[src/ramp_fsk_pkg.sv]
// constants, mode codes and state type for the ramp and keying modulator
package ramp_fsk_pkg;

    // ************************************************************
    // widths
    // ************************************************************
    localparam int INT_W   = 12;
    localparam int FRAC_W  = 25;
    localparam int N_W     = INT_W + FRAC_W;
    localparam int DEV_W   = 16;
    localparam int SHIFT_W = 4;
    localparam int TIMER_W = 12;
    localparam int STEPS_W = 20;
    localparam int MODE_W  = 2;
    localparam int GAP_W   = 2 * TIMER_W + 1;

    // ************************************************************
    // ramp mode field codes
    // ************************************************************
    localparam logic [MODE_W-1:0] MODE_SAWTOOTH     = 2'h0;
    localparam logic [MODE_W-1:0] MODE_TRIANGLE     = 2'h1;
    localparam logic [MODE_W-1:0] MODE_SINGLE_SAW   = 2'h2;
    localparam logic [MODE_W-1:0] MODE_SINGLE_BURST = 2'h3;

    // ************************************************************
    // reset values
    // ************************************************************
    localparam logic [N_W-1:0]     N_RESET     = 37'h0;
    localparam logic [TIMER_W-1:0] TIMER_RESET = 12'h0;
    localparam logic [TIMER_W-1:0] TIMER_ONE   = 12'h1;
    localparam logic [STEPS_W-1:0] STEPS_RESET = 20'h0;
    localparam logic [STEPS_W-1:0] STEPS_ONE   = 20'h1;
    localparam logic [GAP_W-1:0]   GAP_RESET   = 25'h0;
    localparam logic [GAP_W-1:0]   GAP_ONE     = 25'h1;

    typedef enum logic [3:0] {
        ST_IDLE = 4'h1,
        ST_UP   = 4'h2,
        ST_DOWN = 4'h4,
        ST_HOLD = 4'h8
    } ramp_state_t;

endpackage : ramp_fsk_pkg

[src/ramp_fsk_modulator.sv]
// divide value stepping engine for keying and swept waveforms
//
// Notes on behaviour
// - fsk adds or subtracts shifted deviation per pin
// - deviation is 16 bits, shift is 4 bits
// - psk flips output phase by pin level
// - hops in a leg apply exactly one deviation step; in sawtooth and single sawtooth the hop after a full up leg restores the start, hold hops do nothing
// - hop interval is divider a times divider b
// - hops per leg come from 20-bit count
// - single burst steps up then holds
// - single sawtooth restores start value and keeps
// - sawtooth repeats until ramp disabled
// - triangle steps down a full leg, repeats
// - sweeping starts only once start bit set
// - code 01 triangle, code 11 single burst
// - deviation word is signed
module ramp_fsk_modulator
    import ramp_fsk_pkg::*;
(
    input  wire logic                 clk,
    input  wire logic                 sys_rst,
    input  wire logic                 pfd_tick,
    input  wire logic                 modulation_pin,
    input  wire logic [INT_W-1:0]     center_int,
    input  wire logic [FRAC_W-1:0]    center_frac,
    input  wire logic [DEV_W-1:0]     deviation_word,
    input  wire logic [SHIFT_W-1:0]   deviation_shift,
    input  wire logic [TIMER_W-1:0]   hop_timer_divider_a,
    input  wire logic [TIMER_W-1:0]   hop_timer_divider_b,
    input  wire logic [STEPS_W-1:0]   step_count,
    input  wire logic [MODE_W-1:0]    ramp_mode,
    input  wire logic                 ramp_start,
    input  wire logic                 fsk_enable,
    input  wire logic                 psk_enable,
    output logic      [INT_W-1:0]     div_int,
    output logic      [FRAC_W-1:0]    div_frac,
    output logic                      phase_invert,
    output logic                      ramp_active,
    output logic                      ramp_hop
);

    // ************************************************************
    // helpers
    // ************************************************************
    // sign extend then scale; the shift keeps the sign
    function automatic logic [N_W-1:0] step_of(input logic [DEV_W-1:0]   dev,
                                               input logic [SHIFT_W-1:0] sh);
        logic signed [N_W-1:0] ext;
        ext = {{(N_W-DEV_W){dev[DEV_W-1]}}, dev};
        return N_W'(ext <<< sh);
    endfunction : step_of

    // a divider of zero behaves as one so the timer never stalls
    function automatic logic [TIMER_W-1:0] last_of(input logic [TIMER_W-1:0] d);
        return (d == TIMER_RESET) ? TIMER_RESET : d - TIMER_ONE;
    endfunction : last_of

    // ************************************************************
    // pin synchroniser
    // ************************************************************
    logic pin_meta;
    logic pin_sync;

    always_ff @(posedge clk or posedge sys_rst) begin
        if (sys_rst) begin
            pin_meta <= 1'b0;
            pin_sync <= 1'b0;
        end else begin
            pin_meta <= modulation_pin;
            pin_sync <= pin_meta;
        end
    end

    // ************************************************************
    // hop timer
    // ************************************************************
    ramp_state_t        state;
    ramp_state_t        next_state;
    logic [TIMER_W-1:0] cnt_a;
    logic [TIMER_W-1:0] cnt_b;
    logic [TIMER_W-1:0] next_cnt_a;
    logic [TIMER_W-1:0] next_cnt_b;
    logic               wrap_a;
    logic               wrap_b;
    logic               hop;

    assign wrap_a = (cnt_a >= last_of(hop_timer_divider_a));
    assign wrap_b = (cnt_b >= last_of(hop_timer_divider_b));
    // both dividers cascade, so one hop per a*b pfd periods
    assign hop    = (state != ST_IDLE) && pfd_tick && wrap_a && wrap_b;

    always_comb begin
        next_cnt_a = cnt_a;
        next_cnt_b = cnt_b;
        if (state == ST_IDLE) begin
            next_cnt_a = TIMER_RESET;
            next_cnt_b = TIMER_RESET;
        end else if (pfd_tick) begin
            if (wrap_a) begin
                next_cnt_a = TIMER_RESET;
                next_cnt_b = wrap_b ? TIMER_RESET : cnt_b + TIMER_ONE;
            end else begin
                next_cnt_a = cnt_a + TIMER_ONE;
            end
        end
    end

    always_ff @(posedge clk or posedge sys_rst) begin
        if (sys_rst) begin
            cnt_a <= TIMER_RESET;
            cnt_b <= TIMER_RESET;
        end else begin
            cnt_a <= next_cnt_a;
            cnt_b <= next_cnt_b;
        end
    end

    // ************************************************************
    // waveform state machine and divide value
    // ************************************************************
    logic [N_W-1:0]     n_value;
    logic [N_W-1:0]     next_n_value;
    logic [N_W-1:0]     base_value;
    logic [N_W-1:0]     next_base_value;
    logic [STEPS_W-1:0] step_cnt;
    logic [STEPS_W-1:0] next_step_cnt;
    logic [N_W-1:0]     step;
    logic [N_W-1:0]     center;
    logic [N_W-1:0]     fsk_value;
    logic               leg_done;

    assign step     = step_of(deviation_word, deviation_shift);
    assign center   = {center_int, center_frac};
    assign leg_done = (step_cnt >= step_count);
    // pin high shifts up, pin low shifts down; off means plain center
    assign fsk_value = !fsk_enable ? center :
                       pin_sync    ? center + step : center - step;

    always_comb begin
        next_state      = state;
        next_n_value    = n_value;
        next_base_value = base_value;
        next_step_cnt   = step_cnt;
        case (state)
            ST_IDLE: begin
                next_n_value  = fsk_value;
                next_step_cnt = STEPS_RESET;
                if (ramp_start) begin
                    next_state      = ST_UP;
                    next_n_value    = center;
                    next_base_value = center;
                end
            end
            ST_UP: begin
                if (hop) begin
                    if (!leg_done) begin
                        // full 37-bit add lets fraction carry into integer
                        next_n_value  = n_value + step;
                        next_step_cnt = step_cnt + STEPS_ONE;
                        if (next_step_cnt >= step_count) begin
                            if (ramp_mode == MODE_SINGLE_BURST) begin
                                next_state = ST_HOLD;
                            end else if (ramp_mode == MODE_TRIANGLE) begin
                                next_state    = ST_DOWN;
                                next_step_cnt = STEPS_RESET;
                            end
                        end
                    end else begin
                        // the interval after the last step restores the start
                        next_n_value  = base_value;
                        next_step_cnt = STEPS_RESET;
                        if (ramp_mode == MODE_SINGLE_SAW) begin
                            next_state = ST_HOLD;
                        end else if (ramp_mode == MODE_SAWTOOTH) begin
                            next_state = ST_UP;
                        end else begin
                            next_state = ST_HOLD;
                        end
                    end
                end
            end
            ST_DOWN: begin
                if (hop) begin
                    next_n_value  = n_value - step;
                    next_step_cnt = step_cnt + STEPS_ONE;
                    if (next_step_cnt >= step_count) begin
                        next_state    = ST_UP;
                        next_step_cnt = STEPS_RESET;
                    end
                end
            end
            ST_HOLD: begin
                next_n_value = n_value;
            end
            default: begin
                next_state = ST_IDLE;
            end
        endcase
        // clearing the start bit ends any waveform at once
        if (!ramp_start && state != ST_IDLE) begin
            next_state    = ST_IDLE;
            next_n_value  = fsk_value;
            next_step_cnt = STEPS_RESET;
        end
    end

    always_ff @(posedge clk or posedge sys_rst) begin
        if (sys_rst) begin
            state      <= ST_IDLE;
            n_value    <= N_RESET;
            base_value <= N_RESET;
            step_cnt   <= STEPS_RESET;
        end else begin
            state      <= next_state;
            n_value    <= next_n_value;
            base_value <= next_base_value;
            step_cnt   <= next_step_cnt;
        end
    end

    // ************************************************************
    // outputs
    // ************************************************************
    logic next_phase;

    assign next_phase = psk_enable && pin_sync;

    always_ff @(posedge clk or posedge sys_rst) begin
        if (sys_rst) begin
            phase_invert <= 1'b0;
            ramp_hop     <= 1'b0;
        end else begin
            phase_invert <= next_phase;
            ramp_hop     <= hop;
        end
    end

    assign div_int     = n_value[N_W-1:FRAC_W];
    assign div_frac    = n_value[FRAC_W-1:0];
    assign ramp_active = (state != ST_IDLE);

    // ************************************************************
    // checks
    // ************************************************************
    logic [GAP_W-1:0] gap;
    logic [GAP_W-1:0] hop_period;

    assign hop_period = GAP_W'(last_of(hop_timer_divider_a) + TIMER_ONE)
                      * GAP_W'(last_of(hop_timer_divider_b) + TIMER_ONE);

    always_ff @(posedge clk or posedge sys_rst) begin
        if (sys_rst) begin
            gap <= GAP_RESET;
        end else if (state == ST_IDLE || hop) begin
            gap <= GAP_RESET;
        end else if (pfd_tick) begin
            gap <= gap + GAP_ONE;
        end
    end

    fsk_shift_a: assert property (@(posedge clk) disable iff (sys_rst)
        (state == ST_IDLE && !ramp_start && fsk_enable) |=>
        (n_value == ($past(pin_sync) ? $past(center) + $past(step)
                                     : $past(center) - $past(step))))
        else $error("fsk divide value wrong");

    step_sign_a: assert property (@(posedge clk) disable iff (sys_rst)
        (deviation_word[DEV_W-1]) |-> step[N_W-1])
        else $error("negative deviation not sign extended");

    psk_phase_a: assert property (@(posedge clk) disable iff (sys_rst)
        $rose(pin_sync) && psk_enable ##1 psk_enable |-> phase_invert)
        else $error("phase did not invert");

    hop_gap_a: assert property (@(posedge clk) disable iff (sys_rst)
        hop && $stable(hop_timer_divider_a) && $stable(hop_timer_divider_b)
        && $past(state) != ST_IDLE |-> (gap + GAP_ONE) == hop_period)
        else $error("hop interval wrong");

    up_step_a: assert property (@(posedge clk) disable iff (sys_rst)
        (state == ST_UP && hop && !leg_done && ramp_start) |=>
        n_value == $past(n_value) + $past(step))
        else $error("up step not one deviation");

    burst_hold_a: assert property (@(posedge clk) disable iff (sys_rst)
        (state == ST_HOLD && ramp_start) ##1 ramp_start |-> $stable(n_value))
        else $error("held value moved");

    saw_restore_a: assert property (@(posedge clk) disable iff (sys_rst)
        (state == ST_UP && hop && leg_done && ramp_start) |=>
        n_value == $past(base_value))
        else $error("sawtooth did not restore");

    tri_turn_a: assert property (@(posedge clk) disable iff (sys_rst)
        (state == ST_UP && hop && ramp_start && ramp_mode == MODE_TRIANGLE
         && step_cnt + STEPS_ONE == step_count) |=> state == ST_DOWN)
        else $error("triangle did not turn");

    start_gate_a: assert property (@(posedge clk) disable iff (sys_rst)
        !ramp_start |=> state == ST_IDLE && !ramp_active)
        else $error("ramp ran without start");

    step_bound_a: assert property (@(posedge clk) disable iff (sys_rst)
        (state == ST_DOWN) |-> step_cnt < step_count)
        else $error("down leg overran step count");

    tri_down_c: cover property (@(posedge clk) disable iff (sys_rst)
        state == ST_DOWN ##1 state == ST_UP);
    saw_loop_c: cover property (@(posedge clk) disable iff (sys_rst)
        state == ST_UP && hop && leg_done && ramp_mode == MODE_SAWTOOTH);
    fsk_toggle_c: cover property (@(posedge clk) disable iff (sys_rst)
        state == ST_IDLE && fsk_enable && $changed(pin_sync));

endmodule : ramp_fsk_modulator

[config.mk]
export PLATFORM = sky130hd
export DESIGN_NAME = ramp_fsk_modulator
export DESIGN_NICKNAME = d
export VERILOG_FILES = /design/src/ramp_fsk_pkg.sv /design/src/ramp_fsk_modulator.sv
export SDC_FILE = /design/constraint.sdc
export NUM_CORES = 1
export LEC_CHECK = 0
export BUFFER_PORTS_ARGS = -buffer_cell sky130_fd_sc_hd__buf_2
export CAP_MARGIN = 20
export CORE_MARGIN = 10
export CORE_UTILIZATION = 40
export CTS_CLUSTER_SIZE = 24
export DETAILED_ROUTE_END_ITERATION = 10
export PLACE_DENSITY = 0.53
export SYNTH_ARGS = -nofsm -noshare
export SYNTH_HDL_FRONTEND = slang
export SYNTH_SLANG_ARGS = --single-unit
[constraint.sdc]
create_clock -name clk -period 6.6 [get_ports clk]
set_input_delay 1.98 -clock clk [delete_from_list [all_inputs] [get_ports clk]]
set_output_delay 1.98 -clock clk [all_outputs]
set_load 0.005 [all_outputs]
==> run metrics, run 1 <==
status finished, final reports clean; First-pass DRT Iterations 5; Worst slew margin 0.417; Hold Crit Depth 0; Pleak 10.1 nW; Yosys top cell area share 0.190; Seq/Total Area, Yosys 0.192; die height roughly 220 microns; Worst Tran Pin Value a little under 0.9 ns; Power Density roughly 360 nW/um^2; area leader, netlist dfrtp_1; Reg2Reg Depth 19; Worst VDD drop 222 uV; clock network latency to the later pin of the worst-skew pair 0.46 ns; global route total overflow 0; area growth from synthesis to layout 28.2%; Residual DRC 0; Critical path origin deviation_shift[0]; ys flop type dfrtp_1; most frequent cells in the layout buf_4 (358), nand2_1 (187), a21oi_1 (186); Tcrit/Tclk final 0.968; Worst setup SP type input pin; non-filler cells in the finished layout ~3100; Sink Count roughly 130; Clock Path Buffers 2; die width roughly 220 microns; GRT Util Overall 0.246; Mapped Area 16400 sq um; Max FO, Critical Path 12; syn_nets between 2000 and 2500; io pins 150; Worst path max stage delay approximately 0.53 ns; synthesized instance count 2131; Crit path depth 23; FMAX about 160 MHz; gpl congestion about 0.99; CTS Buf Count 17; worst path cell trace buf_6 -> buf_4 -> mux4_2 -> mux2_2 -> buf_4 -> o21ai_0 -> buf_4 -> ha_1 -> inv_1 -> buf_4 -> o21ai_0 -> a21oi_1 -> or2_2 -> a221o_1 -> o211ai_1 -> a21boi_1 -> buf_4 -> a221oi_1 -> buf_4 -> nor4_1 -> mux2i_1 -> nand2_1 -> a221oi_1; Fin Setup TNS 0 ns; detailed placement HPWL 49.8 mm; syn avg cell area slightly below 8 sq um; routed wire length ~62 mm; vias in the first global route 17500; Buf+Inv Stages, Crit Path 8; Worst-path clk slew around 0.06 ns; max-cap violations 0; Port Buffers about 150; H-tree levels 4; CP top delay family compound AO/OA/AOI/OAI gates; 1st-iter DRT viols between 1000 and 1500; #FFs+latches synth ~130; worst slack at placement -0.413 ns; Post-synth EDFFs 0; CP endpoint kind flop; Core ar. between 40000 and 50000 sq um; clk root buf clkbuf_16; initial antenna violation count 3; TritonCTS clock tree built; fin nets about 2800; Synth cell types 89; DR vias/cell 5.69; most common cell after layout, fill and taps aside buf_4; final setup vio count 0; largest net degree at the start of global routing 82; top cells by area, synth dfrtp_1 (19%), ha_1 (14%), a21oi_1 (5.8%); final hold viol count 0; post-route ant nets 0; critical path data required time just under 7 ns; first-pass GRT wire length between 90 and 100 mm; critical path arrival 6.74 ns; CP Class in2reg; via count 17700; post-layout min period ~6.4 ns; DP Cell Count around 3100; num rows 74; worst reg2reg startpoint step_cnt[0]; CP max stage cell mux4_2; clk_skew between 0.01 and 0.015 ns; Slew Viols, Final 0; DIE AREA 49600 sq um; share of cells above drive strength 1 0.266; Initial Util 0.404; Routed wire per std cell between 20 and 25 microns; Final WS setup ~0.21 ns; yosys synthesis warning count 0; CP dominant cell by count buf_4; Hold Startpoint pin_meta; fill count between 4000 and 5000; Synth async-reset ratio 1.00; Hold WC Path Type reg2reg
-- flip-flops by register name, indices dropped and copies added, names as in the netlist, 4 cells and up --
register / cells
n_value: 37
state: 4
cnt_a: 12
cnt_b: 12
step_cnt: 20
base_value: 37
-- what timing repair did --
item	in CTS	in global routing
setup endpoints to repair	0	14
hold buffers	0	0
gates resized for setup	0	34
buffers inserted	0	1
-- per-stage QoR --
step | instance area [sq um] | hold slack (ns) | total power, W | utilization
final | 21100 | 0.348 | 0.00757 | 0.517
after global routing | 21100 | 0.357 | 0.00814 | 0.517
after CTS | 20900 | 0.350 | 0.00748 | 0.513
after detailed placement | 20300 | 0.336 | 0.00643 | 0.498
after global placement | 20300 | 0.340 | 0.00639 | 0.498
after floorplan | 16500 | 0.331 | 0.00428 | -
-- path summary, 6_finish.rpt --
path,end,slack [ns]
max,n_value[35],0.21
min,pin_sync,0.35
max reg2reg,state[3],1.74
min reg2reg,pin_sync,0.35
max in group asynchronous,cnt_a[1],3.76
min in group asynchronous,ramp_hop,1.67
-- kinds of logic (layout without fill, tap and decap cells) --
| group | count (synthesis) | count (layout) | share of synthesized area |
|---|---|---|---|
| compound gates | 681 | 681 | 0.263 |
| xor+xnor | 157 | 157 | 0.0836 |
| fa+ha+maj | 182 | 182 | 0.140 |
| buf+inv | 222 | 662 | 0.0525 |
| flops | 126 | 126 | 0.192 |
| mux | 101 | 101 | 0.0765 |
| other cells | 0 | 2 | 0 |
| simple gates | 662 | 662 | 0.193 |
-- synth_stat cells, drive strengths merged (33+ instances only) --
library cell / instances
xor2: 50
nor2: 183
xnor2: 107
ha: 178
o21ai: 188
nand3: 51
dfrtp: 125
nand2: 189
a211oi: 33
a21o: 51
clkbuf: 83
nor3: 44
inv: 112
nand2b: 50
a21oi: 190
mux2: 62
-- where the power goes --
group	internal (W)	switching, W
combinational	0.00240	0.00286
clock	0.000620	0.000387
sequential	0.00103	0.000269
-- per-layer routing --
layer  vias to the layer above  routed length [microns]  global-route usage
li1                       8614                        -                   -
met1                      8437                    28600               0.330
met2                       546                    28600               0.401
met3                        64                     3710              0.0362
met4                         2                     1260              0.0702
met5                         -                       13                   0
-- area by class of cell --
type,count,area (sq um),share of cell area
well taps,532,666,0.0316
clock inverters,11,139,0.00659
diodes,2,5.00,0.000237
inverters,114,433,0.0205
clock buffers,21,470,0.0223
flip-flops and latches,126,3150,0.150
multi-input cells,1783,12600,0.598
repair buffers,516,3610,0.171
Power figures use the tool's default switching activity.
==> inputs of run 2 (changes only) <==
Settings changed: CELL_PAD_IN_SITES_DETAIL_PLACEMENT set to 2, CELL_PAD_IN_SITES_GLOBAL_PLACEMENT set to 2, CORE_UTILIZATION 40 to 37, PLACE_DENSITY 0.53 to 0.79.
==> run metrics, run 2 (synthesis gave the netlist of run 1 again) <==
status complete, but fails checks; failing checks setup timing; critical path arrival 7.29 ns (+0.55 ns); clk root buf clkbuf_16; GRT Util Overall 0.305 (+0.0591); final hold viol count 0 (unchanged); Residual DRC 0 (unchanged); area growth from synthesis to layout 27.7%; CP dominant cell by count buf_4; Net Sw Frac 0.506 (+0.0413); most common cell after layout, fill and taps aside buf_4; Hold WC Path Type reg2reg; Layout Utilization 0.476 (-0.0415); CP top delay family compound AO/OA/AOI/OAI gates; via count 19300 (+9.3%); Worst setup SP type input pin; io pins 150 (unchanged); WHS Endpoint pin_sync; Reg2Reg Depth 19 (unchanged); critical path data required time 6.96 ns (+0.02 ns); Routed wire per std cell 27.8 microns (+39%); Initial Util 0.373 (-0.0310); DR vias/cell 6.18 (+8.6%); antenna cells 0 (-2); CP endpoint kind flop; Sink Count 126 (unchanged); RR Endpoint step_cnt[5]; max-cap violations 0 (unchanged); Core ar. 44100 sq um (+8.3%); most frequent cells in the layout buf_4 (321), nand2_1 (188), a21oi_1 (180); die height 231 microns (+3.6%); P_int 0.00406 W (+0.13%); Max FO, Critical Path 7 (-5); Worst slew margin 0.276 (-0.142); first-pass GRT wire length 128 mm (+30%); design area 21000 sq um (-0.37%); NetSw 0.00415 W (+18%); final setup vio count 6 (+6); Worst-path clk slew 0.07 ns (about the same); FMAX 144 MHz (-7.8%); global route total overflow 0 (unchanged); Buf+Inv Stages, Crit Path 6 (-2); CTS Buf Count 17 (unchanged); Hold Crit Depth 0 (unchanged); clock network latency to the later pin of the worst-skew pair 0.48 ns (+0.02 ns); share of cells above drive strength 1 0.262 (-0.00352); Slew Viols, Final 0 (unchanged); Gate power share 0.704 (+0.009); DP Cell Count 3088 (+0.62%); detailed placement HPWL 64.8 mm (+30%); CP Class in2reg; Pleak 9.95 nW (-1.6%); Worst VDD drop 239 uV (+7.3%); Hold Startpoint pin_meta; die width 231 microns (+3.6%); Clock Path Buffers 2 (unchanged); RSZ-0062 raised after global routing true; initial antenna violation count 1 (-2); CP max stage cell mux4_2; Placed Area 20100 sq um (-1.2%); TritonCTS clock tree built; Worst path max stage delay 0.36 ns (-0.17 ns); Largest regs base_value (37), n_value (37), step_cnt (20); post-layout min period 6.93 ns (+0.542 ns); DIE AREA 53300 sq um (+7.4%); worst slack at placement -0.706 ns (-0.293 ns); largest net degree at the start of global routing 84 (+2.4%); worst reg2reg startpoint step_cnt[0]; Tcrit/Tclk final 1.05 (+0.0822); Clock Power Share 0.131 (-0.002); Port Buffers 149 (unchanged); Crit path depth 26 (+13%); non-filler cells in the finished layout 3125 (+0.64%); First-pass DRT Iterations 5 (unchanged); Seq pwr share 0.165 (-0.007); post-route ant nets 0 (unchanged); num rows 77 (+4.1%); H-tree levels 4 (unchanged); 1st-iter DRT viols 1526 (+14%); vias in the first global route 21100 (+21%); gpl congestion 0.965 (-3.0%); Power Density 391 nW/um^2 (+8.9%); clk_skew 0.0164 ns (+0.00214 ns); total power after layout 0.00821 W (+8.5%); fin nets 2812 (-1.3%); Worst Tran Pin Value 1.09 ns (+0.214 ns); Final WS setup -0.333 ns (-0.542 ns); hold_buf cts 0 (unchanged); routed wire length 87.0 mm (+40%); register-to-register setup slack 1.17 ns (-0.57 ns)
-- run 2: changes by cell type in the layout (fill, tap and decap cells not counted), moves of 3 or more --
cell,before,now
a21oi_1,186,180
a21oi_2,4,10
buf_4,358,321
clkinv_2,5,2
mux2i_2,5,2
nor3_2,1,4
o21ai_0,175,170
o21ai_2,0,5
-- run 2: how the worst max path moves through the flow --
stage / startpoint / end
5_1_grt: deviation_shift[1] / n_value[30]
2_1_floorplan: deviation_shift[0] / n_value[33]
3_3_place_gp: deviation_shift[0] / n_value[36]
4_1_cts: deviation_shift[0] / n_value[33]
3_5_place_dp: deviation_shift[0] / n_value[34]
6_report: deviation_shift[1] / n_value[30]
-- run 2: metal layers --
metal / GRT usage / wire (microns) / vias to the layer above
met2: 0.528 / 42400 / 745
met5: 0 / 13 / -
li1: - / - / 8518
met4: 0.0950 / 2940 / 2
met3: 0.0500 / 5190 / 192
met1: 0.380 / 36500 / 9847
-- run 2: layout make-up --
cell class / instances / area (sq um)
fill: 5055 / 23100
clock buffer: 21 / 470
sequential: 126 / 3150
inverter: 114 / 433
multi-input combinational: 1783 / 12700
timing repair buffer: 479 / 3320
clock inverter: 10 / 161
tap: 592 / 741
-- run 2: power groups by stage --
stage                     Combinational, W  Clock [W]  Sequential [W]
after global placement             0.00511          0         0.00132
final                              0.00578    0.00108         0.00135
after CTS                          0.00551    0.00109         0.00134
after global routing               0.00616    0.00111         0.00137
after detailed placement           0.00538          0         0.00135
after floorplan                    0.00306          0         0.00122
-- run 2: through the flow --
stage                     hold WS [ns]  setup TNS, ns
after floorplan                  0.331        -0.0416
after global placement           0.333          -2.80
after detailed placement         0.352          -8.08
after CTS                        0.366              0
after global routing             0.368          -2.27
final                            0.364         -0.937
-- run 2: worst register-to-register path: stages, from the launching register on --
cell	delay, ns
dfrtp_1	0.49
ha_1	0.31
nand3_1	0.19
nor2_1	0.21
and3_1	0.28
and3_1	0.27
and3_1	0.31
and3_1	0.28
nand3_1	0.11
xnor2_1	0.17
ha_1	0.33
nand4_1	0.13
or2_2	0.34
a2111oi_0	0.40
a21o_1	0.30
a31oi_1	0.12
o21ai_1	0.14
buf_4	0.25
nand2b_1	0.46
o21ai_0	0.18
-- run 2: timing repair --
action	in CTS	in global routing
pin swaps	4	19
gates resized for setup	12	54
gates cloned	0	0
buffers inserted	0	6
endpoints found under the setup margin	9	15
